[src/twm_pkg.sv]
/*
 Constants, register layout and mode types for the 16-bit timer with
 waveform mode and compare-output control.
 Assumes an APB slave, one clock pclk, active-low async reset presetn.
*/
// Functional notes
// - Synchronous to pclk, timer tick as enable
// - Dual-slope frequency-correct modes update compares at bottom
// - Nonzero compare mode connects waveform to pin
// - Pin driver needs direction bit set
// - Non-PWM: off, toggle, clear, set on match
// - Fast PWM: clear/set on match, opposite at top
// - PWM mode 1: toggle A only if top bit
// - Fast PWM compare equals top: top action only
// - Dual-slope: up-match and down-match opposite actions
// - Low mode bits plus high bits form mode
// - Normal and clear-on-match tops, immediate update
// - Modes 1-3 phase correct fixed tops
// - Modes 5-7,14,15 fast PWM, top update
// - Modes 8,9 update and overflow at bottom
// - Modes 10,11 update top, overflow bottom
// - Dual-slope counts up then down, turns at top after one tick
// - Clock select: stop, prescales, external edges
package twm_pkg;
    localparam logic [11:0] TWM_OFF_CTRL_A = 12'h000;
    localparam logic [11:0] TWM_OFF_CTRL_B = 12'h004;
    localparam logic [11:0] TWM_OFF_COUNT = 12'h008;
    localparam logic [11:0] TWM_OFF_CMP_A = 12'h00C;
    localparam logic [11:0] TWM_OFF_CMP_B = 12'h010;
    localparam logic [11:0] TWM_OFF_CAPTURE = 12'h014;
    localparam logic [11:0] TWM_OFF_IRQ_STATUS = 12'h018;
    localparam logic [11:0] TWM_OFF_IRQ_MASK = 12'h01C;
    localparam logic [11:0] TWM_OFF_DIR = 12'h020;

    localparam logic [7:0] TWM_CTRL_A_MASK = 8'hF3;
    localparam logic [7:0] TWM_CTRL_B_MASK = 8'hDF;
    localparam logic [7:0] TWM_RESET_BYTE = 8'h00;
    localparam logic [15:0] TWM_MAX = 16'hFFFF;
    localparam logic [15:0] TWM_BOTTOM = 16'h0000;
    localparam logic [15:0] TWM_TOP_8 = 16'h00FF;
    localparam logic [15:0] TWM_TOP_9 = 16'h01FF;
    localparam logic [15:0] TWM_TOP_10 = 16'h03FF;
    localparam logic [15:0] TWM_ONE = 16'h0001;
    localparam logic [9:0] TWM_PRE_ONE = 10'h001;
    localparam logic [9:0] TWM_PRE_8 = 10'h007;
    localparam logic [9:0] TWM_PRE_64 = 10'h03F;
    localparam logic [9:0] TWM_PRE_256 = 10'h0FF;
    localparam logic [9:0] TWM_PRE_1024 = 10'h3FF;

    localparam logic [1:0] TWM_COM_OFF = 2'h0;
    localparam logic [1:0] TWM_COM_TOGGLE = 2'h1;
    localparam logic [1:0] TWM_COM_CLEAR = 2'h2;
    localparam logic [1:0] TWM_COM_SET = 2'h3;

    localparam logic [2:0] TWM_CS_STOP = 3'h0;
    localparam logic [2:0] TWM_CS_DIV1 = 3'h1;
    localparam logic [2:0] TWM_CS_DIV8 = 3'h2;
    localparam logic [2:0] TWM_CS_DIV64 = 3'h3;
    localparam logic [2:0] TWM_CS_DIV256 = 3'h4;
    localparam logic [2:0] TWM_CS_DIV1024 = 3'h5;
    localparam logic [2:0] TWM_CS_EXT_FALL = 3'h6;
    localparam logic [2:0] TWM_CS_EXT_RISE = 3'h7;

    localparam int TWM_IRQ_OVF = 0;
    localparam int TWM_IRQ_CMPA = 1;
    localparam int TWM_IRQ_CMPB = 2;
    localparam int TWM_IRQ_CAP = 3;

    typedef enum logic [3:0]
    {
        TWM_SEQ_NORMAL = 4'b0001,
        TWM_SEQ_CTC = 4'b0010,
        TWM_SEQ_FAST = 4'b0100,
        TWM_SEQ_DUAL = 4'b1000
    } twm_seq_e;

    typedef enum logic [2:0]
    {
        TWM_TOP_FIXED = 3'b001,
        TWM_TOP_CMPA = 3'b010,
        TWM_TOP_CAPT = 3'b100
    } twm_topsrc_e;

    typedef struct packed
    {
        twm_seq_e seq;
        twm_topsrc_e topsrc;
        logic [15:0] fixed_top;
        logic upd_bottom;
        logic upd_immediate;
    } twm_mode_s;

    typedef struct packed
    {
        logic [1:0] com_a;
        logic [1:0] com_b;
        logic [1:0] rsvd;
        logic [1:0] wave_mode_low;
    } twm_ctrl_a_s;

    typedef struct packed
    {
        logic noise_cancel;
        logic edge_rise;
        logic rsvd;
        logic [1:0] wave_mode_high;
        logic [2:0] clock_select;
    } twm_ctrl_b_s;
endpackage

[src/twm_timer.sv]
/*
 Timer core: prescaler, 16-bit counter, mode decode, two compare
 channels with waveform outputs, APB registers and interrupt.
 Assumes an APB master on pclk and raw pins for the external clock
 and capture input, synchronised here.
*/
`timescale 1ns/1ps
`default_nettype none
module twm_timer
(
    input wire logic pclk,
    input wire logic presetn,
    input wire logic clk_en,
    input wire logic psel,
    input wire logic penable,
    input wire logic pwrite,
    input wire logic [11:0] paddr,
    input wire logic [31:0] pwdata,
    output logic [31:0] prdata,
    output logic pready,
    output logic pslverr,
    input wire logic ext_clk_pin,
    input wire logic capture_pin,
    output logic wave_out_a,
    output logic wave_out_a_oe,
    output logic wave_out_b,
    output logic wave_out_b_oe,
    output logic irq
);
    import twm_pkg::*;

    // ----------------------------------------------------------------
    // Mode decode
    // ----------------------------------------------------------------
    function automatic twm_mode_s decode_mode(input logic [3:0] m);
        twm_mode_s d;
        d = '{TWM_SEQ_NORMAL, TWM_TOP_FIXED, TWM_MAX, 1'b0, 1'b1};
        unique case (m)
            4'h1: d = '{TWM_SEQ_DUAL, TWM_TOP_FIXED, TWM_TOP_8, 1'b0, 1'b0};
            4'h2: d = '{TWM_SEQ_DUAL, TWM_TOP_FIXED, TWM_TOP_9, 1'b0, 1'b0};
            4'h3: d = '{TWM_SEQ_DUAL, TWM_TOP_FIXED, TWM_TOP_10, 1'b0, 1'b0};
            4'h4: d = '{TWM_SEQ_CTC, TWM_TOP_CMPA, TWM_MAX, 1'b0, 1'b1};
            4'h5: d = '{TWM_SEQ_FAST, TWM_TOP_FIXED, TWM_TOP_8, 1'b0, 1'b0};
            4'h6: d = '{TWM_SEQ_FAST, TWM_TOP_FIXED, TWM_TOP_9, 1'b0, 1'b0};
            4'h7: d = '{TWM_SEQ_FAST, TWM_TOP_FIXED, TWM_TOP_10, 1'b0, 1'b0};
            4'h8: d = '{TWM_SEQ_DUAL, TWM_TOP_CAPT, TWM_MAX, 1'b1, 1'b0};
            4'h9: d = '{TWM_SEQ_DUAL, TWM_TOP_CMPA, TWM_MAX, 1'b1, 1'b0};
            4'hA: d = '{TWM_SEQ_DUAL, TWM_TOP_CAPT, TWM_MAX, 1'b0, 1'b0};
            4'hB: d = '{TWM_SEQ_DUAL, TWM_TOP_CMPA, TWM_MAX, 1'b0, 1'b0};
            4'hC: d = '{TWM_SEQ_CTC, TWM_TOP_CAPT, TWM_MAX, 1'b0, 1'b1};
            4'hE: d = '{TWM_SEQ_FAST, TWM_TOP_CAPT, TWM_MAX, 1'b0, 1'b0};
            4'hF: d = '{TWM_SEQ_FAST, TWM_TOP_CMPA, TWM_MAX, 1'b0, 1'b0};
            // Mode 13 is reserved; it falls back to normal counting
            default: d = '{TWM_SEQ_NORMAL, TWM_TOP_FIXED, TWM_MAX, 1'b0, 1'b1};
        endcase
        return d;
    endfunction

    // Applies one compare-output action to the current level
    function automatic logic com_act(input logic [1:0] act, input logic cur);
        logic r;
        r = cur;
        unique case (act)
            TWM_COM_OFF: r = cur;
            TWM_COM_TOGGLE: r = ~cur;
            TWM_COM_CLEAR: r = 1'b0;
            TWM_COM_SET: r = 1'b1;
        endcase
        return r;
    endfunction

    // ----------------------------------------------------------------
    // State
    // ----------------------------------------------------------------
    twm_ctrl_a_s ctrl_a, next_ctrl_a;
    twm_ctrl_b_s ctrl_b, next_ctrl_b;
    logic [15:0] count_value, next_count_value;
    logic count_down, next_count_down;
    logic [15:0] cmp_value_a, next_cmp_value_a;
    logic [15:0] cmp_value_b, next_cmp_value_b;
    logic [15:0] cmp_buf_a, next_cmp_buf_a;
    logic [15:0] cmp_buf_b, next_cmp_buf_b;
    logic [15:0] capture_value, next_capture_value;
    logic [3:0] irq_status, next_irq_status;
    logic [3:0] irq_mask, next_irq_mask;
    logic [1:0] pin_dir, next_pin_dir;
    logic [9:0] prescale, next_prescale;
    logic wave_a, next_wave_a;
    logic wave_b, next_wave_b;
    logic block_match, next_block_match;
    logic [31:0] next_prdata;
    logic next_pready;
    logic next_pslverr;
    logic next_irq;
    logic ext_s1, ext_s2, ext_s3;
    logic cap_s1, cap_s2, cap_s3;

    logic [3:0] wave_mode;
    twm_mode_s md;
    logic [15:0] top;
    logic tick;
    logic at_top;
    logic at_bottom;
    logic match_a;
    logic match_b;
    logic upd_now;
    logic wr;
    logic rd;
    logic [3:0] ev;
    logic cap_edge;

    assign wave_mode = {ctrl_b.wave_mode_high, ctrl_a.wave_mode_low};
    assign md = decode_mode(wave_mode);
    assign wr = psel && penable && pwrite && !pready;
    assign rd = psel && penable && !pwrite && !pready;

    // ----------------------------------------------------------------
    // Top, timer tick and events
    // ----------------------------------------------------------------
    always_comb
    begin
        unique case (md.topsrc)
            TWM_TOP_FIXED: top = md.fixed_top;
            TWM_TOP_CMPA: top = cmp_value_a;
            TWM_TOP_CAPT: top = capture_value;
        endcase
        // Tick is a one-cycle enable; the counter never runs on its own clock
        unique case (ctrl_b.clock_select)
            TWM_CS_STOP: tick = 1'b0;
            TWM_CS_DIV1: tick = 1'b1;
            TWM_CS_DIV8: tick = (prescale & TWM_PRE_8) == TWM_PRE_8;
            TWM_CS_DIV64: tick = (prescale & TWM_PRE_64) == TWM_PRE_64;
            TWM_CS_DIV256: tick = (prescale & TWM_PRE_256) == TWM_PRE_256;
            TWM_CS_DIV1024: tick = prescale == TWM_PRE_1024;
            TWM_CS_EXT_FALL: tick = ext_s3 && !ext_s2;
            TWM_CS_EXT_RISE: tick = !ext_s3 && ext_s2;
        endcase
        at_top = count_value == top;
        at_bottom = count_value == TWM_BOTTOM;
        match_a = tick && !block_match && count_value == cmp_value_a;
        match_b = tick && !block_match && count_value == cmp_value_b;
        cap_edge = ctrl_b.edge_rise ? (!cap_s3 && cap_s2) : (cap_s3 && !cap_s2);
        upd_now = 1'b0;
        ev = 4'h0;
        ev[TWM_IRQ_CMPA] = match_a;
        ev[TWM_IRQ_CMPB] = match_b;
        ev[TWM_IRQ_CAP] = cap_edge && md.topsrc != TWM_TOP_CAPT;
        unique case (md.seq)
            TWM_SEQ_NORMAL, TWM_SEQ_CTC:
            begin
                ev[TWM_IRQ_OVF] = tick && count_value == TWM_MAX;
            end
            TWM_SEQ_FAST:
            begin
                ev[TWM_IRQ_OVF] = tick && at_top;
                upd_now = tick && at_top;
            end
            TWM_SEQ_DUAL:
            begin
                ev[TWM_IRQ_OVF] = tick && at_bottom && count_down;
                upd_now = tick && (md.upd_bottom ? (at_bottom && count_down)
                                                 : (at_top && !count_down));
            end
        endcase
    end

    // ----------------------------------------------------------------
    // Counter and waveform
    // ----------------------------------------------------------------
    always_comb
    begin
        next_prescale = ctrl_b.clock_select == TWM_CS_STOP ? TWM_PRE_ONE - TWM_PRE_ONE
                                                         : prescale + TWM_PRE_ONE;
        next_count_value = count_value;
        next_count_down = count_down;
        next_cmp_buf_a = cmp_buf_a;
        next_cmp_buf_b = cmp_buf_b;
        next_cmp_value_a = cmp_value_a;
        next_cmp_value_b = cmp_value_b;
        next_capture_value = capture_value;
        next_wave_a = wave_a;
        next_wave_b = wave_b;
        next_block_match = block_match && !tick;
        if (tick)
        begin
            unique case (md.seq)
                TWM_SEQ_NORMAL: next_count_value = count_value + TWM_ONE;
                TWM_SEQ_CTC, TWM_SEQ_FAST:
                    next_count_value = at_top ? TWM_BOTTOM : count_value + TWM_ONE;
                TWM_SEQ_DUAL:
                begin
                    // Top stands for one tick, then the count turns down
                    if (!count_down && at_top)
                    begin
                        next_count_down = 1'b1;
                        next_count_value = count_value - TWM_ONE;
                    end
                    else if (count_down && at_bottom)
                    begin
                        next_count_down = 1'b0;
                        next_count_value = count_value + TWM_ONE;
                    end
                    else if (count_down)
                        next_count_value = count_value - TWM_ONE;
                    else
                        next_count_value = count_value + TWM_ONE;
                end
            endcase
        end
        if (upd_now)
        begin
            next_cmp_value_a = cmp_buf_a;
            next_cmp_value_b = cmp_buf_b;
        end
        if (cap_edge && md.topsrc != TWM_TOP_CAPT)
            next_capture_value = count_value;
        unique case (md.seq)
            TWM_SEQ_NORMAL, TWM_SEQ_CTC:
            begin
                if (match_a) next_wave_a = com_act(ctrl_a.com_a, wave_a);
                if (match_b) next_wave_b = com_act(ctrl_a.com_b, wave_b);
            end
            TWM_SEQ_FAST:
            begin
                if (ctrl_a.com_a == TWM_COM_TOGGLE)
                begin
                    if (match_a && wave_mode[3]) next_wave_a = ~wave_a;
                end
                else if (ctrl_a.com_a[1] && tick && at_top)
                    next_wave_a = ~ctrl_a.com_a[0];
                else if (ctrl_a.com_a[1] && match_a)
                    next_wave_a = ctrl_a.com_a[0];
                if (ctrl_a.com_b[1] && tick && at_top)
                    next_wave_b = ~ctrl_a.com_b[0];
                else if (ctrl_a.com_b[1] && match_b)
                    next_wave_b = ctrl_a.com_b[0];
            end
            TWM_SEQ_DUAL:
            begin
                if (ctrl_a.com_a == TWM_COM_TOGGLE)
                begin
                    if (match_a && wave_mode[3]) next_wave_a = ~wave_a;
                end
                else if (ctrl_a.com_a[1] && match_a)
                    next_wave_a = ctrl_a.com_a[0] ^ count_down;
                if (ctrl_a.com_b[1] && match_b)
                    next_wave_b = ctrl_a.com_b[0] ^ count_down;
            end
        endcase
        if (wr && paddr == TWM_OFF_COUNT)
        begin
            next_count_value = pwdata[15:0];
            next_block_match = 1'b1;
        end
        if (wr && paddr == TWM_OFF_CAPTURE)
            next_capture_value = pwdata[15:0];
        if (wr && paddr == TWM_OFF_CMP_A)
        begin
            next_cmp_buf_a = pwdata[15:0];
            if (md.upd_immediate) next_cmp_value_a = pwdata[15:0];
        end
        if (wr && paddr == TWM_OFF_CMP_B)
        begin
            next_cmp_buf_b = pwdata[15:0];
            if (md.upd_immediate) next_cmp_value_b = pwdata[15:0];
        end
    end

    // ----------------------------------------------------------------
    // Registers and APB
    // ----------------------------------------------------------------
    always_comb
    begin
        next_ctrl_a = ctrl_a;
        next_ctrl_b = ctrl_b;
        next_irq_mask = irq_mask;
        next_pin_dir = pin_dir;
        // Set wins over a simultaneous write-one clear
        next_irq_status = irq_status | ev;
        next_pready = psel && penable && !pready;
        next_pslverr = 1'b0;
        next_prdata = 32'h0000_0000;
        if (wr)
        begin
            unique case (paddr)
                TWM_OFF_CTRL_A: next_ctrl_a = pwdata[7:0] & TWM_CTRL_A_MASK;
                TWM_OFF_CTRL_B: next_ctrl_b = pwdata[7:0] & TWM_CTRL_B_MASK;
                TWM_OFF_IRQ_STATUS: next_irq_status = (irq_status & ~pwdata[3:0]) | ev;
                TWM_OFF_IRQ_MASK: next_irq_mask = pwdata[3:0];
                TWM_OFF_DIR: next_pin_dir = pwdata[1:0];
                TWM_OFF_COUNT, TWM_OFF_CMP_A, TWM_OFF_CMP_B, TWM_OFF_CAPTURE: ;
                default: next_pslverr = 1'b1;
            endcase
        end
        if (rd)
        begin
            unique case (paddr)
                TWM_OFF_CTRL_A: next_prdata[7:0] = ctrl_a;
                TWM_OFF_CTRL_B: next_prdata[7:0] = ctrl_b;
                TWM_OFF_COUNT: next_prdata[15:0] = count_value;
                TWM_OFF_CMP_A: next_prdata[15:0] = cmp_buf_a;
                TWM_OFF_CMP_B: next_prdata[15:0] = cmp_buf_b;
                TWM_OFF_CAPTURE: next_prdata[15:0] = capture_value;
                TWM_OFF_IRQ_STATUS: next_prdata[3:0] = irq_status;
                TWM_OFF_IRQ_MASK: next_prdata[3:0] = irq_mask;
                TWM_OFF_DIR: next_prdata[1:0] = pin_dir;
                default: next_pslverr = 1'b1;
            endcase
        end
        next_irq = |(next_irq_status & next_irq_mask);
    end

    always_ff @(posedge pclk or negedge presetn)
    begin
        if (!presetn)
        begin
            ctrl_a <= TWM_RESET_BYTE;
            ctrl_b <= TWM_RESET_BYTE;
            count_value <= TWM_BOTTOM;
            count_down <= 1'b0;
            cmp_value_a <= TWM_BOTTOM;
            cmp_value_b <= TWM_BOTTOM;
            cmp_buf_a <= TWM_BOTTOM;
            cmp_buf_b <= TWM_BOTTOM;
            capture_value <= TWM_BOTTOM;
            irq_status <= 4'h0;
            irq_mask <= 4'h0;
            pin_dir <= 2'h0;
            prescale <= 10'h000;
            wave_a <= 1'b0;
            wave_b <= 1'b0;
            block_match <= 1'b0;
            prdata <= 32'h0000_0000;
            pready <= 1'b0;
            pslverr <= 1'b0;
            irq <= 1'b0;
            wave_out_a <= 1'b0;
            wave_out_a_oe <= 1'b0;
            wave_out_b <= 1'b0;
            wave_out_b_oe <= 1'b0;
            ext_s1 <= 1'b0;
            ext_s2 <= 1'b0;
            ext_s3 <= 1'b0;
            cap_s1 <= 1'b0;
            cap_s2 <= 1'b0;
            cap_s3 <= 1'b0;
        end
        else if (clk_en)
        begin
            ctrl_a <= next_ctrl_a;
            ctrl_b <= next_ctrl_b;
            count_value <= next_count_value;
            count_down <= next_count_down;
            cmp_value_a <= next_cmp_value_a;
            cmp_value_b <= next_cmp_value_b;
            cmp_buf_a <= next_cmp_buf_a;
            cmp_buf_b <= next_cmp_buf_b;
            capture_value <= next_capture_value;
            irq_status <= next_irq_status;
            irq_mask <= next_irq_mask;
            pin_dir <= next_pin_dir;
            prescale <= next_prescale;
            wave_a <= next_wave_a;
            wave_b <= next_wave_b;
            block_match <= next_block_match;
            prdata <= next_prdata;
            pready <= next_pready;
            pslverr <= next_pslverr;
            irq <= next_irq;
            // Pin shows waveform only when connected and direction is out
            wave_out_a <= next_wave_a;
            wave_out_a_oe <= (next_ctrl_a.com_a != TWM_COM_OFF) && next_pin_dir[0];
            wave_out_b <= next_wave_b;
            wave_out_b_oe <= (next_ctrl_a.com_b != TWM_COM_OFF) && next_pin_dir[1];
            ext_s1 <= ext_clk_pin;
            ext_s2 <= ext_s1;
            ext_s3 <= ext_s2;
            cap_s1 <= capture_pin;
            cap_s2 <= cap_s1;
            cap_s3 <= cap_s2;
        end
    end
endmodule // twm_timer
`default_nettype wire

[config.mk]
export PLATFORM = sky130hd
export DESIGN_NAME = twm_timer
export DESIGN_NICKNAME = d
export VERILOG_FILES = /design/src/twm_pkg.sv /design/src/twm_timer.sv
export SDC_FILE = /design/constraint.sdc
export NUM_CORES = 1
export LEC_CHECK = 0
export CAP_MARGIN = 20
export CORE_UTILIZATION = 65
export CTS_CLUSTER_DIAMETER = 40
export DETAILED_ROUTE_END_ITERATION = 10
export DONT_BUFFER_PORTS = 1
export MAX_ROUTING_LAYER = met4
export PLACE_DENSITY_LB_ADDON = 0.3
export SKIP_LAST_GASP = 1
export SLEW_MARGIN = 10
export SYNTH_ARGS = -nofsm -noshare
export SYNTH_HDL_FRONTEND = slang
export SYNTH_SLANG_ARGS = --single-unit
[constraint.sdc]
create_clock -name pclk -period 6.5 [get_ports pclk]
set_input_delay 0.325 -clock pclk [delete_from_list [all_inputs] [get_ports pclk]]
set_output_delay 0.325 -clock pclk [all_outputs]
set_load 0.03 [all_outputs]
==> impl_metrics.py <==
metrics = {
    "worst_setup_path": {
        "crit_arrival_ps": 5360,
        "crit_chain": "inv_1 -> ha_1 -> or2_1 -> a221o_1 -> o32ai_1 -> o2111ai_1 -> nor4_1 -> and4_1 -> a41oi_4 -> buf_4 -> a21oi_4 -> nor2_1 -> a21oi_1",
        "required_ps": 6860,
        "cpPeakStageDelay_ps": 690,
        "cp-start-kind": "flip-flop",
        "crit_fanout": 25,
        "crit_family": "compound AO/OA/AOI/OAI gates",
        "endpoint_kind": "flip-flop",
        "path_buf_inv": 2,
        "path_class": "flip-flop to flip-flop",
        "slowest_stage": "dfrtp_1",
    },
    "clock_tree": {
        "clock-root-buffer": "clkbuf_16",
        "clk_latency_ps": 440,
        "cts_buffer_depth": 2,
        "h-tree-depth": 4,
        "clk_pin_slew_worst_paths_ps": 70,
        "ctsResizeCount": 0,
        "clock_sinks": 160,
        "cts_inserted_buffers": 17,
        "cts_tree": "yes",
    },
    "floorplan": {
        "pin_count": 91,
        "rows": 45,
        "core_sq_um": 15400,
        "initial_core_util_pct": 67.6,
        "die_area_sq_um": 16600,
        "die_w_um": 129,
        "die_height_um": 129,
    },
    "timing": {
        "finalSetupViolCount": 0,
        "max_slew_margin_pct": 30.9,
        "period_minus_slack_ps": 5000,
        "worst_pin_slew_ps": 1030,
        "rsz0062_at_grt": "no",
        "fin_worst_skew_ps": 11.8,
        "finalHoldViolations": 0,
        "fin_crit_sh_pct": 76.9,
        "report.final.slew_viol_count": 0,
        "holdWs_ps": 12.6,
        "fin_setup_tns_ps": 0,
        "max_freq_ghz": 0.200,
    },
    "power": {
        "seqPwrFrac_pct": 48.1,
        "p_clk_share_pct": 46.2,
        "swShare_pct": 27.8,
        "pwr-share-comb_pct": 5.7,
        "leakage_nw": 4.75,
        "vdd_drop_max_v": 0.000194,
        "internal_power_w": 0.00158,
        "p_switching_w": 0.000610,
        "power_density_nw_per_um2": 199,
    },
    "detailed_routing": {
        "wire_per_inst_um": 23.6,
        "viasPerCell": 7.16,
        "drc": 0,
        "vias": 9508,
        "drt-pass1-iter-count": 6,
        "drt_iter0_drc": 1253,
        "ant_nets": 0,
        "drt_wl_total_mm": 31.4,
    },
    "finish": {
        "fin_nets": 1163,
        "final_design_area_no_fill_sq_um": 11000,
        "syn_to_final_growth_pct": 5.64,
        "drive_gt1_share_pct": 12.5,
    },
    "placed_design": {
        "dp_hpwl_mm": 21.2,
        "portBuffers": 0,
        "postPlaceCellArea_sq_um": 10300,
        "place_congestion": 0.985,
    },
    "yosys": {
        "synth_cells": 1160,
        "synth_cell_types": 91,
        "synth_ff_type": "dfrtp_1",
        "synth_area_sq_um": 10400,
        "avgSynthCellArea_sq_um": 8.99,
        "yosys-top-cells-area": "dfrtp_1, mux2_2, a21oi_1",
        "ys_ff_latch": 160,
        "ys_async_sr_fraction_pct": 100,
        "ys_seq_area_share_pct": 38.4,
        "synth_edf_count": 0,
        "ys_warn_count": 0,
        "yosysTopAreaCellShare_pct": 38.4,
        "synth_top_area_cell": "dfrtp_1",
    },
    "global_routing": {
        "grt_max_degree": 161,
        "grt_pass1_wl_mm": 49.4,
        "antenna_found_initial": 1,
        "track_usage_pct": 40.5,
        "grt_pass1_vias": 8806,
        "grt_overflow_total": 0,
    },
    "job": {
        "cap_violations": 0,
    },
    "status": {
        "outcome": "finished clean",
    },
    "worst_hold_path": {
        "min_path_type": "input pin to flip-flop",
    },
}
-- worst reg2reg max path: cells and delay by family, from the launching register on --
family,cells,cell delay [ps]
and+or+nand+nor,4,1300
buffers and inverters,2,610
DFF,1,690
adders and majority gates,1,450
AOI/OAI and AO/OA,6,1900
-- cell usage after synthesis, types with 17 or more instances --
library cell,number
or3_1,17
nand2_1,95
mux2i_1,39
mux2_2,64
xor2_1,30
a21oi_1,82
o21ai_0,53
clkbuf_1,67
nor3_1,26
inv_1,22
nand3_1,32
o22ai_1,49
buf_4,20
nor2_1,97
dfrtp_1,160
-- power by group through the flow --
stage	Clock [W]	Combinational, W	Sequential (W)
floorplan	0	0.000114	0.00106
global placement	0	0.0000940	0.00107
detailed placement	0	0.0000972	0.00107
CTS	0.00102	0.000126	0.00105
global route	0.00106	0.000140	0.00106
finish	0.00101	0.000126	0.00106
-- path summary, 6_finish.rpt --
path	end	depth (start not counted)	slack, ps	start
worst max register to register	cmp_value_b[0]	13	1500	ctrl_a[0]
worst max-delay path	cmp_value_b[0]	13	1500	ctrl_a[0]
min in group asynchronous	prdata[15]	2	530	presetn
worst min register to register	cap_s2	1	510	cap_s1
max in group asynchronous	prescale[2]	2	5330	presetn
worst min-delay path	ctrl_b[4]	2	10	pwdata[4]
-- layout make-up --
class                      count  area [sq um]
multi-input combinational    886          5910
fill                        1206          4410
sequential                   160          4000
clock buffer                  17           425
tap                          211           264
clock inverter                15           168
timing repair buffer          16           163
inverter                      22          82.6
antenna                        1          2.50
-- stage by stage --
step                      instances  total power (W)  worst slack, ps  util (%)
after floorplan                1175          0.00117             2850         -
after global routing           1328          0.00225             1200      71.4
after global placement         1291          0.00117             1760      67.1
after CTS                      1326          0.00220             1640      71.3
final                          1328          0.00219             1500      71.4
after detailed placement       1291          0.00117             1670      67.1
-- kinds of logic after synthesis --
kind of cell	synth area share, %
compound gates	22.4
simple gates	18.2
other cells	0.0360
xor+xnor	3.36
flops	38.4
buf+inv	5.55
fa+ha+maj	0.960
mux	11.1
-- cell usage in the layout, fill, tap and decap left out, types with 8 or more instances in the layout --
master / count
dfrtp_1: 160
nand2b_1: 11
o2bb2ai_1: 8
buf_4: 12
a21o_1: 14
clkbuf_16: 17
a211oi_1: 16
a22oi_1: 12
conb_1: 16
mux2_2: 64
ha_1: 8
mux2i_1: 39
or3_1: 17
inv_1: 22
xor2_1: 30
a31oi_1: 10
o21ai_0: 52
and2_1: 8
xnor2_1: 10
nor2_1: 97
or2_2: 8
a21oi_1: 82
nand3_1: 32
a221oi_1: 11
nand2_1: 95
nor2b_1: 11
nand4_1: 12
nor4_1: 13
o22ai_1: 49
nor3_1: 26
and3_1: 14
-- per-layer routing --
layer,track usage [%],up-vias,wire (um)
li1,-,4180,-
met1,55.5,4583,12600
met2,58.5,643,14100
met3,8.48,102,3570
met4,16.5,0,1060
met5,-,-,0
-- sequential cells by signal, indices dropped and copies added, names as in the netlist, 2 cells and up --
register,flops
cmp_value_b,16
irq_status,4
capture_value,16
cmp_buf_a,16
count_value,16
cmp_buf_b,16
pin_dir,2
ctrl_b,7
cmp_value_a,16
ctrl_a,6
irq_mask,4
prdata,16
prescale,10
-- repair_timing --
item	4_1_cts	5_1_grt
buffers inserted	0	0
hold endpoints to repair	194	0
hold buffers	3	0
(Power assumes the default switching activity.)
